## src/logic/mc_preload_pkg.sv

```systemverilog
// Purpose: Shared constants and types of the macrocell preload scan block
// Assumes: 100 MHz reference clock, Avalon-MM register access
// Notes:   Byte addresses; each register is one aligned 32-bit word
package mc_preload_pkg;
	// ****************************************************************
	// Register map
	// ****************************************************************
	localparam logic [4:0] ADDR_CONFIG = 5'h00;
	localparam logic [4:0] ADDR_STATUS = 5'h04;
	localparam logic [4:0] ADDR_STATE  = 5'h08;
	localparam logic [4:0] ADDR_SHIFT  = 5'h0C;

	// ****************************************************************
	// Field positions
	// ****************************************************************
	localparam int CFG_SYNC_BIT   = 0;
	localparam int CFG_GLOBAL_BIT = 1;
	localparam int CFG_LOCAL_LSB  = 8;
	localparam int CFG_POL_LSB    = 16;
	localparam int ST_CLEAR_BIT   = 0;
	localparam int ST_CFGERR_BIT  = 1;
	localparam int ST_PRELOAD_BIT = 2;
	localparam int ST_BUFVAL_BIT  = 3;

	// ****************************************************************
	// Reset values
	// ****************************************************************
	localparam logic       RST_SYNC   = 1'h1;
	localparam logic       RST_GLOBAL = 1'h0;
	localparam logic [7:0] RST_LOCAL  = 8'hFF;
	localparam logic [7:0] RST_POL    = 8'h00;

	// ****************************************************************
	// Timing
	// ****************************************************************
	localparam int CLK_MHZ            = 100;
	localparam int CLEAR_TIME_US      = 45;
	localparam int CLEAR_CYCLES       = CLEAR_TIME_US * CLK_MHZ;
	localparam int CLEAR_CNT_W        = 13;

	// ****************************************************************
	// Buffer shape
	// ****************************************************************
	localparam int BUF_WIDTH = 1;
	localparam int BUF_DEPTH = 2;

	typedef enum logic [3:0] {
		MODE_SMALL    = 4'b0001,
		MODE_REGIST   = 4'b0010,
		MODE_MEDIUM   = 4'b0100,
		MODE_INVALID  = 4'b1000
	} arch_mode_t;
endpackage : mc_preload_pkg

```

## src/logic/mc_links_if.sv

```systemverilog
// Purpose: Carriers between the preload top and its helper modules
// Assumes: Single clock domain
// Notes:   Stream carrier is used on both sides of the bit buffer
`timescale 1ns/1ns
interface arch_cfg_if;
	logic                     sync_cell;
	logic                     global_cell;
	logic [7:0]               local_cell;
	mc_preload_pkg::arch_mode_t mode;
	logic [7:0]               registered;
	logic [7:0]               always_on;
	logic [7:0]               use_term;
	logic [7:0]               use_goe;
	logic                     cfg_err;
	logic                     aux_inputs;
	modport owner   (output sync_cell, global_cell, local_cell,
	                 input mode, registered, always_on, use_term, use_goe,
	                 input cfg_err, aux_inputs);
	modport decoder (input sync_cell, global_cell, local_cell,
	                 output mode, registered, always_on, use_term,
	                 output use_goe, cfg_err, aux_inputs);
endinterface : arch_cfg_if

interface bit_stream_if;
	logic                               valid;
	logic                               ready;
	logic [mc_preload_pkg::BUF_WIDTH-1:0] data;
	modport src  (output valid, data, input ready);
	modport sink (input valid, data, output ready);
endinterface : bit_stream_if

```

## src/logic/arch_decode.sv

```systemverilog
// Purpose: Turns the sync, global and local architecture cells into pin roles
// Assumes: Cells are stable register bits
// Notes:   Purely combinational
`timescale 1ns/1ns
module arch_decode (
	arch_cfg_if.decoder cfg
);
	always_comb begin
		cfg.registered = 8'h00;
		cfg.always_on  = 8'h00;
		cfg.use_term   = 8'h00;
		cfg.use_goe    = 8'h00;
		cfg.cfg_err    = 1'b0;
		// Dedicated pins follow the sync cell only
		cfg.aux_inputs = cfg.sync_cell;
		case ({cfg.sync_cell, cfg.global_cell})
			2'b10: begin
				cfg.mode      = mc_preload_pkg::MODE_SMALL;
				cfg.always_on = ~cfg.local_cell;
			end
			2'b01: begin
				cfg.mode       = mc_preload_pkg::MODE_REGIST;
				cfg.registered = ~cfg.local_cell;
				cfg.use_goe    = ~cfg.local_cell;
				cfg.use_term   = cfg.local_cell;
			end
			2'b11: begin
				cfg.mode     = mc_preload_pkg::MODE_MEDIUM;
				cfg.use_term = 8'hFF;
				cfg.cfg_err  = (cfg.local_cell != 8'hFF);
			end
			default: begin
				// No such architecture: all macrocell pins float as inputs
				cfg.mode    = mc_preload_pkg::MODE_INVALID;
				cfg.cfg_err = 1'b1;
			end
		endcase
	end
endmodule : arch_decode

```

## src/logic/bit_buffer.sv

```systemverilog
// Purpose: Small FIFO between the register port and the scan chain
// Assumes: Source honours ready, sink may stall indefinitely
// Notes:   Depth two lets one bit wait while another is taken
`timescale 1ns/1ns
module bit_buffer #(
	parameter int WIDTH = mc_preload_pkg::BUF_WIDTH,
	parameter int DEPTH = mc_preload_pkg::BUF_DEPTH
) (
	input  wire logic    i_ref_clk,
	input  wire logic    i_srst,
	input  wire logic    i_ce,
	bit_stream_if.sink   up,
	bit_stream_if.src    down
);
	localparam int PW = (DEPTH > 1) ? $clog2(DEPTH) : 1;
	localparam int CW = $clog2(DEPTH + 1);

	logic [WIDTH-1:0] mem_q [DEPTH];
	logic [PW-1:0]    wptr_q;
	logic [PW-1:0]    rptr_q;
	logic [CW-1:0]    count_q;
	logic             push;
	logic             pop;

	assign up.ready   = (count_q != CW'(DEPTH));
	assign down.valid = (count_q != '0);
	assign down.data  = mem_q[rptr_q];
	assign push       = up.valid && up.ready;
	assign pop        = down.valid && down.ready;

	function automatic logic [PW-1:0] bump(input logic [PW-1:0] p);
		bump = (p == PW'(DEPTH - 1)) ? '0 : p + 1'b1;
	endfunction : bump

	always_ff @(posedge i_ref_clk) begin
		if (i_ce && push) begin
			mem_q[wptr_q] <= up.data;
		end
	end

	always_ff @(posedge i_ref_clk) begin
		if (i_srst) begin
			wptr_q  <= '0;
			rptr_q  <= '0;
			count_q <= '0;
		end else if (i_ce) begin
			if (push) begin
				wptr_q <= bump(wptr_q);
			end
			if (pop) begin
				rptr_q <= bump(rptr_q);
			end
			if (push && !pop) begin
				count_q <= count_q + 1'b1;
			end else if (pop && !push) begin
				count_q <= count_q - 1'b1;
			end
		end
	end
endmodule : bit_buffer

```

## src/logic/macrocell_preload_scan.sv

```systemverilog
// Purpose: Eight output logic macrocells with preload scan and clear
// Assumes: All pin inputs synchronous to i_ref_clk
// Notes:   Pin clocks are sampled and edge detected, not used as clocks
//
// The implementer's own choices: the register offsets and the Avalon-MM interface to the registers.
`timescale 1ns/1ns
module macrocell_preload_scan #(
	parameter int CLEAR_CYCLES = mc_preload_pkg::CLEAR_CYCLES
) (
	input  wire logic        i_ref_clk,
	input  wire logic        i_srst,
	input  wire logic        i_ce,
	input  wire logic [4:0]  i_avs_address,
	input  wire logic        i_avs_read,
	input  wire logic        i_avs_write,
	input  wire logic [31:0] i_avs_writedata,
	input  wire logic [3:0]  i_avs_byteenable,
	output logic      [31:0] o_avs_readdata,
	output logic             o_avs_waitrequest,
	input  wire logic        i_preload_entry_pin,
	input  wire logic        i_preload_shift_clock,
	input  wire logic        i_serial_preload_in,
	output logic             o_serial_preload_out,
	output logic             o_serial_preload_out_oe_n,
	input  wire logic        i_clock_pin,
	input  wire logic        i_global_oe_n,
	input  wire logic [7:0]  i_logic_func,
	input  wire logic [7:0]  i_oe_term,
	input  wire logic [7:0]  i_mc_pin_in,
	output logic      [7:0]  o_mc_pin_out,
	output logic      [7:0]  o_mc_pin_oe_n,
	output logic      [15:0] o_array_lines,
	output logic             o_aux_pins_as_inputs
);
	// ****************************************************************
	// Helpers
	// ****************************************************************
	// Index 0 is the lowest pin number, so data climbs upward
	function automatic logic [7:0] shift_chain(input logic [7:0] st,
	                                           input logic [7:0] regd,
	                                           input logic       din);
		logic       carry;
		logic [7:0] nxt;
		carry = din;
		nxt   = st;
		for (int i = 0; i < 8; i++) begin
			if (regd[i]) begin
				nxt[i] = carry;
				carry  = st[i];
			end
		end
		shift_chain = nxt;
	endfunction : shift_chain

	function automatic logic top_bit(input logic [7:0] st,
	                                 input logic [7:0] regd);
		logic b;
		b = 1'b1;
		for (int i = 0; i < 8; i++) begin
			if (regd[i]) begin
				b = st[i];
			end
		end
		top_bit = b;
	endfunction : top_bit

	function automatic logic apply_pol(input logic f, input logic pol);
		apply_pol = pol ? f : ~f;
	endfunction : apply_pol

	// ****************************************************************
	// Architecture cells
	// ****************************************************************
	arch_cfg_if   arch ();
	bit_stream_if buf_in ();
	bit_stream_if buf_out ();

	logic [7:0] pol_q;
	logic       sync_q;
	logic       global_q;
	logic [7:0] local_q;

	assign arch.sync_cell   = sync_q;
	assign arch.global_cell = global_q;
	assign arch.local_cell  = local_q;

	arch_decode u_decode (
		.cfg (arch.decoder)
	);

	bit_buffer u_buffer (
		.i_ref_clk (i_ref_clk),
		.i_srst    (i_srst),
		.i_ce      (i_ce),
		.up        (buf_in.sink),
		.down      (buf_out.src)
	);

	// ****************************************************************
	// Register bus
	// ****************************************************************
	localparam int CLEAR_CNT_W = mc_preload_pkg::CLEAR_CNT_W;

	logic        req;
	logic        shift_req;
	logic        go;
	logic        commit_wr;
	logic [31:0] rd_mux;
	logic [7:0]  state_q;
	logic [CLEAR_CNT_W-1:0] clr_cnt_q;
	logic        clearing;
	logic        preload_on;

	assign req       = i_avs_read || i_avs_write;
	assign shift_req = i_avs_write && (i_avs_address ==
	                   mc_preload_pkg::ADDR_SHIFT);
	// A shift write is only accepted once the buffer has room for it
	assign go        = o_avs_waitrequest && req &&
	                   (!shift_req || buf_in.ready);
	assign commit_wr = !o_avs_waitrequest && i_avs_write;

	assign buf_in.valid = commit_wr && i_avs_byteenable[0] &&
	                      (i_avs_address == mc_preload_pkg::ADDR_SHIFT);
	assign buf_in.data  = i_avs_writedata[0];

	always_comb begin
		rd_mux = 32'h0000_0000;
		if (i_avs_address == mc_preload_pkg::ADDR_CONFIG) begin
			rd_mux[mc_preload_pkg::CFG_SYNC_BIT]   = sync_q;
			rd_mux[mc_preload_pkg::CFG_GLOBAL_BIT] = global_q;
			rd_mux[mc_preload_pkg::CFG_LOCAL_LSB +: 8] = local_q;
			rd_mux[mc_preload_pkg::CFG_POL_LSB +: 8]   = pol_q;
		end else if (i_avs_address == mc_preload_pkg::ADDR_STATUS) begin
			rd_mux[mc_preload_pkg::ST_CLEAR_BIT]   = clearing;
			rd_mux[mc_preload_pkg::ST_CFGERR_BIT]  = arch.cfg_err;
			rd_mux[mc_preload_pkg::ST_PRELOAD_BIT] = preload_on;
			rd_mux[mc_preload_pkg::ST_BUFVAL_BIT]  = buf_out.valid;
		end else if (i_avs_address == mc_preload_pkg::ADDR_STATE) begin
			rd_mux[7:0] = state_q;
		end else begin
			rd_mux = 32'h0000_0000;
		end
	end

	always_ff @(posedge i_ref_clk) begin
		if (i_srst) begin
			o_avs_waitrequest <= 1'b1;
			o_avs_readdata    <= 32'h0000_0000;
		end else if (i_ce) begin
			if (!o_avs_waitrequest) begin
				o_avs_waitrequest <= 1'b1;
			end else if (go) begin
				o_avs_waitrequest <= 1'b0;
				o_avs_readdata    <= i_avs_read ? rd_mux : 32'h0000_0000;
			end
		end
	end

	always_ff @(posedge i_ref_clk) begin
		if (i_srst) begin
			sync_q   <= mc_preload_pkg::RST_SYNC;
			global_q <= mc_preload_pkg::RST_GLOBAL;
			local_q  <= mc_preload_pkg::RST_LOCAL;
			pol_q    <= mc_preload_pkg::RST_POL;
		end else if (i_ce && commit_wr &&
		             i_avs_address == mc_preload_pkg::ADDR_CONFIG) begin
			if (i_avs_byteenable[0]) begin
				sync_q   <= i_avs_writedata[mc_preload_pkg::CFG_SYNC_BIT];
				global_q <= i_avs_writedata[mc_preload_pkg::CFG_GLOBAL_BIT];
			end
			if (i_avs_byteenable[1]) begin
				local_q <= i_avs_writedata[mc_preload_pkg::CFG_LOCAL_LSB +: 8];
			end
			if (i_avs_byteenable[2]) begin
				pol_q <= i_avs_writedata[mc_preload_pkg::CFG_POL_LSB +: 8];
			end
		end
	end

	// ****************************************************************
	// Power-up clear
	// ****************************************************************
	assign clearing   = (clr_cnt_q != '0);
	assign preload_on = i_preload_entry_pin && !clearing;

	always_ff @(posedge i_ref_clk) begin
		if (i_srst) begin
			clr_cnt_q <= CLEAR_CNT_W'(CLEAR_CYCLES);
		end else if (i_ce && clearing) begin
			clr_cnt_q <= clr_cnt_q - 1'b1;
		end
	end

	// ****************************************************************
	// Pin clock edges
	// ****************************************************************
	logic shclk_q;
	logic mclk_q;
	logic shift_edge;
	logic clk_edge;

	assign shift_edge = preload_on && i_preload_shift_clock && !shclk_q;
	assign clk_edge   = i_clock_pin && !mclk_q;

	always_ff @(posedge i_ref_clk) begin
		if (i_srst) begin
			shclk_q <= 1'b0;
			mclk_q  <= 1'b0;
		end else if (i_ce) begin
			shclk_q <= i_preload_shift_clock;
			mclk_q  <= i_clock_pin;
		end
	end

	// ****************************************************************
	// Macrocell registers and scan chain
	// ****************************************************************
	// Pin shifts win; buffered bits wait, so nothing is dropped
	assign buf_out.ready = !clearing && !shift_edge;

	logic [7:0] d_in;
	always_comb begin
		d_in = 8'h00;
		for (int i = 0; i < 8; i++) begin
			// Stored value is the inverse of the wanted pin level
			d_in[i] = ~apply_pol(i_logic_func[i], pol_q[i]);
		end
	end

	always_ff @(posedge i_ref_clk) begin
		if (i_srst) begin
			state_q <= 8'h00;
		end else if (i_ce) begin
			if (clearing) begin
				state_q <= 8'h00;
			end else if (shift_edge) begin
				// Low level enters as 0, high as 1
				state_q <= shift_chain(state_q, arch.registered,
				                       i_serial_preload_in);
			end else if (buf_out.valid) begin
				state_q <= shift_chain(state_q, arch.registered,
				                       buf_out.data[0]);
			end else if (!preload_on && !sync_q && clk_edge) begin
				state_q <= (state_q & ~arch.registered) |
				           (d_in & arch.registered);
			end
		end
	end

	// ****************************************************************
	// Serial output, open drain
	// ****************************************************************
	always_ff @(posedge i_ref_clk) begin
		if (i_srst) begin
			o_serial_preload_out      <= 1'b0;
			o_serial_preload_out_oe_n <= 1'b1;
		end else if (i_ce) begin
			o_serial_preload_out <= 1'b0;
			// Pull low only for a stored 0; a 1 relies on the pull-up
			o_serial_preload_out_oe_n <= !(preload_on &&
			    !top_bit(state_q, arch.registered));
		end
	end

	// ****************************************************************
	// Macrocell pins and array feedback
	// ****************************************************************
	always_ff @(posedge i_ref_clk) begin
		if (i_srst) begin
			o_mc_pin_out         <= 8'h00;
			o_mc_pin_oe_n        <= 8'hFF;
			o_array_lines        <= 16'h0000;
			o_aux_pins_as_inputs <= 1'b1;
		end else if (i_ce) begin
			o_aux_pins_as_inputs <= arch.aux_inputs;
			for (int i = 0; i < 8; i++) begin
				if (arch.registered[i]) begin
					o_mc_pin_out[i] <= ~state_q[i];
				end else begin
					o_mc_pin_out[i] <= apply_pol(i_logic_func[i],
					                             pol_q[i]);
				end
				o_mc_pin_oe_n[i] <= !(arch.always_on[i] ||
				    (arch.use_term[i] && i_oe_term[i]) ||
				    (arch.use_goe[i] && !i_global_oe_n));
				o_array_lines[2*i]   <= i_mc_pin_in[i];
				o_array_lines[2*i+1] <= ~i_mc_pin_in[i];
			end
		end
	end
endmodule : macrocell_preload_scan

```

## config.mk

```make
export PLATFORM = sky130hd
export DESIGN_NAME = macrocell_preload_scan
export DESIGN_NICKNAME = d
export VERILOG_FILES = /design/src/logic/mc_preload_pkg.sv /design/src/logic/mc_links_if.sv /design/src/logic/arch_decode.sv /design/src/logic/bit_buffer.sv /design/src/logic/macrocell_preload_scan.sv
export SDC_FILE = /design/constraint.sdc
export NUM_CORES = 1
export LEC_CHECK = 0
export BUFFER_PORTS_ARGS = -buffer_cell sky130_fd_sc_hd__buf_2
export CAP_MARGIN = 30
export CORE_ASPECT_RATIO = 1.5
export CORE_MARGIN = 5
export CORE_UTILIZATION = 30
export DETAILED_ROUTE_END_ITERATION = 8
export PLACE_DENSITY = 0.53
export REMOVE_ABC_BUFFERS = 1
export SLEW_MARGIN = 20
export SYNTH_ARGS = -nofsm -noshare
export SYNTH_HDL_FRONTEND = slang
export SYNTH_HIERARCHICAL = 1
export SYNTH_SLANG_ARGS = --single-unit
export TNS_END_PERCENT = 1
```

## constraint.sdc

```tcl
create_clock -name i_ref_clk -period 4.2 [get_ports i_ref_clk]
set_clock_uncertainty 0.05 [all_clocks]
set_input_delay 0.21 -clock i_ref_clk [delete_from_list [all_inputs] [get_ports i_ref_clk]]
set_output_delay 0.21 -clock i_ref_clk [all_outputs]
set_load 0.01 [all_outputs]
```

==> impl_results.md, run 1 <==
* Instance count of the mapped netlist at 651
* Setup TNS at 0 ps
* Die span in y at 175 um
* CTS tree: yes
* Remaining global-route overflow at 0
* Post-CTS Resized at 0
* Worst path required time at 4430 ps
* Total wire length at 15900 um
* Final layout net count at 819
* Hold Vio Cnt, Final at 0
* Cts bufs inserted at 9
* Final period util at 71.6%
* Cell Area, Synth at 5440 um^2
* Multi-input logic area at 2980 um^2
* DRC at 0
* Die area at 21000 um^2
* Worst hold-check path type: input pin to flip-flop
* GPL Wtd Cong at 0.838
* Worst-path clk slew at 90 ps
* First-pass GRT wire length at 25000 um
* Leakage at 2.73 nW
* Starting DRT DRC Count at 232
* Layout fillers at 1931
* Final ANT Viol Nets at 0
* CTS root buf: clkbuf_16
* Vias in the first global route at 4695
* CP max stage cell: ha_1
* Top achievable clock speed at 333 MHz
* Clock period minus worst slack at 3010 ps
* WL/cell at 16.5 um
* Startpoint types: flip-flop
* Setup violators final at 0
* FF-to-FF Start: arch.global_cell
* Port bufs at 118
* Status: finished clean
* Detailed Place HPWL at 11600 um
* R2R depth at 8
* Bufs and invs on worst path at 0
* Sequential cell area at 2160 um^2
* Met3 WL post-DR at 412 um
* RSZ-0062 raised after global routing: no
* Critical Path Start: arch.global_cell
* Final Max Tran Viols at 0
* Fin cells at 961
* Cell Count Post-Placement at 942
* DRT met1 WL at 6440 um
* Fraction of layout cells with a size suffix above 1 at 21.2%
* Postcts setup bufs at 0
* Worst-skew pair later-pin latency at 360 ps
* R2R setup slack at 1190 ps
* DR WL met2 at 8770 um
* # clock sinks at 107
* P per Cell Area at 331 nW/um^2
* Initial antenna violation count at 2
* CP Max Fanout at 16
* CP endpoint kind: flip-flop
* Initial Util at 30.4%
* Synthesized area per cell at 8.35 um^2
* Count of yosys warnings during synthesis at 6
* Core area at 17900 um^2
* Placement Rows at 60
* Total iterations of the first detailed-routing run at 4
* Reg-to-Reg End: state_q[5]
* Largest net degree at the start of global routing at 75
* Worst path arrival time at 3230 ps
* Detailed-route via count at 4822
* Max IR drop VDD at 0.000200 V
* Max_slew headroom at 39.9%
* Clk buf depth at 2
* Die width at 120 um
* Top Metal Used: met4
* # IOs at 143
* Setup CP Type: flip-flop to flip-flop
* End point of the critical path: state_q[5]
* P&R area growth vs syn at 17.6%
* MaxCap Viol Count at 0
* Hold_sp: i_avs_writedata[10]
* Crit. path cell count at 8
* Worst path cell trace: ha_1 -> and2b_1 -> nor3b_1 -> o32a_1 -> o21ai_0 -> a311oi_1 -> or4_1 -> a21oi_1
* Kind of cell adding the most delay to the critical path: compound AO/OA/AOI/OAI gates
* Worst-margin pin slew at 902 ps
* DR vias/cell at 5.02
* H-tree depth at 3
* GRT Total Usage at 14.9%
* CP max stage delay at 490 ps
[cell type report]
| type | instances | share of cell area (%) |
|---|---|---|
| Inverter | 6 | 0.352 |
| Clock buffer | 9 | 3.52 |
| Multi-Input combinational cell | 488 | 46.6 |
| Sequential cell | 107 | 33.8 |
| Antenna cell | 2 | 0.0783 |
| Clock inverter | 7 | 1.23 |
| Tap cell | 217 | 4.25 |
| Timing Repair Buffer | 125 | 10.1 |
[registers in the layout, summed over array words and instances, names as in the netlist, named ones only]
signal                     cells
o_avs_readdata                24
o_array_lines                 16
clr_cnt_q                     13
arch.local_cell                8
o_mc_pin_oe_n                  8
o_mc_pin_out                   8
pol_q                          8
state_q                        8
u_buffer/count_q               2
u_buffer/mem_q                 2
arch.global_cell               1
arch.sync_cell                 1
mclk_q                         1
o_aux_pins_as_inputs           1
o_avs_waitrequest              1
o_serial_preload_out_oe_n      1
shclk_q                        1
u_buffer/rptr_q                1
u_buffer/wptr_q                1
[worst min-delay path, stage by stage]
cell and delay, ps:
buf_2 70, nand3_1 50, nand3b_1 70
[per-layer routing]
metal  vias up  track usage, %
met1      2290            16.8
met5         -               0
met3        14            2.10
met2        80            28.1
met4         0            5.64
li1       2438               -
[layout by cell type, fill, tap and decap left out, drive strengths merged, types with 9 or more instances in the layout]
master,count
nand2,49
nand2b,16
clkbuf,9
a22oi,17
and2,13
and3,9
dfxtp,105
and2b,10
o21ai,17
mux2i,19
nand3,24
conb,9
nor2b,29
a21o,9
nor2,85
a21oi,53
o41ai,10
buf,124
xnor2,10
nand3b,12
inv,9
[repair_timing]
item	CTS	global route
endpoints found under the hold margin	1	0
endpoints found under the setup margin	0	0
hold buffers	1	0
[per-stage QoR]
step                      power, mW  hold slack [ps]  utilization [%]  worst slack (ps)  instance area [um^2]
after floorplan                1.17              229                -              1470                  5160
after global placement         1.27              358             34.0              1310                  6070
after detailed placement       1.27              365             34.0              1290                  6070
after CTS                      2.14             22.9             35.8              1250                  6390
after global routing           2.21             23.7             35.8               994                  6390
final                          2.11             31.2             35.8              1190                  6390
[how the worst min path moves through the flow]
stage | end | slack [ps] | depth (start not counted)
final | arch.local_cell[2] | 30 | 3
after global routing | u_buffer/mem_q[1] | 20 | 1
after floorplan | clr_cnt_q[5] | 230 | 1
after detailed placement | o_array_lines[15] | 370 | 2
after CTS | arch.local_cell[4] | 20 | 3
after global placement | o_array_lines[15] | 360 | 2
[power breakdown]
part / leakage (nW) / internal, mW / switching, mW
clock: 0.148 / 0.426 / 0.442
sequential: 0.873 / 1.04 / 0.0154
combinational: 1.71 / 0.0723 / 0.116
Power figures use the tool's default switching activity.
==> inputs of run 2 (changes only) <==
--- a/config.mk
+++ b/config.mk
@@ -5,13 +5,14 @@
 export SDC_FILE = /design/constraint.sdc
 export NUM_CORES = 1
 export LEC_CHECK = 0
+export ABC_AREA = 1
 export BUFFER_PORTS_ARGS = -buffer_cell sky130_fd_sc_hd__buf_2
 export CAP_MARGIN = 30
 export CORE_ASPECT_RATIO = 1.5
 export CORE_MARGIN = 5
 export CORE_UTILIZATION = 30
 export DETAILED_ROUTE_END_ITERATION = 8
-export PLACE_DENSITY = 0.53
+export PLACE_DENSITY = 0.55
 export REMOVE_ABC_BUFFERS = 1
 export SLEW_MARGIN = 20
 export SYNTH_ARGS = -nofsm -noshare
==> constraint.sdc (replaced) <==
create_clock -name i_ref_clk -period 2.5 [get_ports i_ref_clk]
set_clock_uncertainty 0.05 [all_clocks]
set_input_delay 0.125 -clock i_ref_clk [delete_from_list [all_inputs] [get_ports i_ref_clk]]
set_output_delay 0.125 -clock i_ref_clk [all_outputs]
set_load 0.01 [all_outputs]
==> impl_results.md, run 2 <==
* CTS tree: yes
* Worst path required time at 2700 ps
* P&R area growth vs syn at 23.4%
* Die span in y at 175 um
* Cts bufs inserted at 9
* First-pass GRT wire length at 25900 um
* Startpoint types: flip-flop
* Switch Pwr at 925 uW
* Die area at 20900 um^2
* Worst path arrival time at 2540 ps
* DR vias/cell at 4.70
* Final period util at 93.4%
* Final layout net count at 988
* Final instance area at 6690 um^2
* Detailed-route via count at 5305
* Top Metal Used: met4
* Worst-skew pair later-pin latency at 360 ps
* Worst hold-check path type: input pin to flip-flop
* Cell Area, Synth at 5420 um^2
* Final ANT Viol Nets at 0
* Largest register FFs at 24
* DRC at 0
* Total wire length at 16400 um
* Cell Count Post-Placement at 1088
* Starting DRT DRC Count at 221
* Die width at 120 um
* Clk buf depth at 2
* WL/cell at 14.5 um
* Setup TNS at 0 ps
* Remaining global-route overflow at 0
* Internal at 2.59 mW
* GRT Total Usage at 15.5%
* # IOs at 143
* Seq pwr share at 50.6%
* Status: finished clean
* Synthesized area per cell at 6.99 um^2
* Fraction of layout cells with a size suffix above 1 at 21.2%
* Setup violators final at 0
* Most flops, register: o_avs_readdata
* R2R depth at 14
* Worst-margin pin slew at 642 ps
* Core area at 17900 um^2
* Leakage at 3.11 nW
* H-tree depth at 3
* CTS root buf: clkbuf_16
* Placement Rows at 60
* Instance count of the mapped netlist at 775
* Layout fillers at 1952
* Max IR drop VDD at 0.000231 V
* Net Sw Frac at 26.3%
* Fin cells at 1128
* Worst-path clk slew at 70 ps
* P per Cell Area at 526 nW/um^2
* Initial antenna violation count at 0
* Final Max Tran Viols at 0
* DRT met1 WL at 6770 um
* Max_slew headroom at 57.1%
* Initial Util at 30.3%
* Antenna fix cells at 0
* Min-Delay Path Depth at 3
* MaxCap Viol Count at 0
* Largest net degree at the start of global routing at 52
* Vias in the first global route at 5136
* R2R setup slack at 170 ps
* Most frequent cells in the layout: nand2_1, buf_2, dfxtp_1
* # clock sinks at 107
* GPL Wtd Cong at 0.853
* Total iterations of the first detailed-routing run at 4
* Clock network power share at 38.6%
* Top achievable clock speed at 428 MHz
* Count of yosys warnings during synthesis at 6
* Detailed Place HPWL at 12000 um
* Final core occ at 37.4%
* Clock period minus worst slack at 2330 ps
* Gate power share at 10.7%
* Biggest regs: o_avs_readdata: 24 flops, o_array_lines: 16 flops, clr_cnt_q: 13 flops
* Setup CP Type: flip-flop to flip-flop
* Final Hold Slack at 17.0 ps
* DR WL met2 at 8400 um
* Placement Cell Area at 6160 um^2
* CP endpoint kind: flip-flop
* Hold Vio Cnt, Final at 0
* Met3 WL post-DR at 911 um
* Leading cell type in the layout, fill and taps excluded: nand2_1
* Port bufs at 118
* CP Max Fanout at 5
-- run 2: worst paths after layout --
| check | endpoint | startpoint |
|---|---|---|
| setup / recovery | u_buffer/count_q[1] | clr_cnt_q[0] |
| hold / removal | pol_q[3] | i_avs_writedata[19] |
| setup reg to reg | u_buffer/count_q[1] | clr_cnt_q[0] |
| hold reg to reg | mclk_q | mclk_q |
-- run 2: final cells by class --
type                    instances  area, um^2  area share (%)
inverters                      83         317            4.73
clock buffers                  10         229            3.42
multi-input cells             548        2720            40.6
repair buffers                157         943            14.1
well taps                     217         272            4.06
flip-flops and latches        107        2160            32.3
clock inverters                 6        48.8           0.730
-- run 2: metrics by stage --
step,power [mW],setup slack (ps)
2_1_floorplan,1.99,210
6_report,3.52,166
5_1_grt,3.70,-70.9
3_5_place_dp,2.18,150
4_1_cts,3.57,139
3_3_place_gp,2.17,177
-- run 2: repair_timing --
item                                    in CTS  in global routing
endpoints found under the setup margin       0                  4
hold endpoints to repair                    33                  0
buffers inserted                             0                  0
hold buffers                                24                  0
gates resized for setup                      0                  5
-- run 2: power by group through the flow --
stage / combinational (mW) / sequential (mW) / clock [mW]
2_1_floorplan: 0.156 / 1.84 / 0
3_3_place_gp: 0.351 / 1.82 / 0
3_5_place_dp: 0.354 / 1.82 / 0
4_1_cts: 0.384 / 1.78 / 1.40
5_1_grt: 0.424 / 1.79 / 1.49
6_report: 0.377 / 1.78 / 1.36
-- run 2: critical path, cell delays in order (launching register included) --
cell and delay [ps]:
dfxtp_1 310, inv_1 120, ha_1 180, inv_1 80, nor4_1 260, and2_2 240, nand2_1 90, nor3_2 160
nor2_2 80, nand2_1 70, ha_1 260, nor2_4 130, nand3_2 70, nor2_1 90, nor2_1 50
-- run 2: metal layers --
metal,GRT usage [%],vias to the layer above
met5,0,-
met4,4.73,0
met3,2.72,19
met2,28.4,124
met1,18.4,2395
li1,-,2767
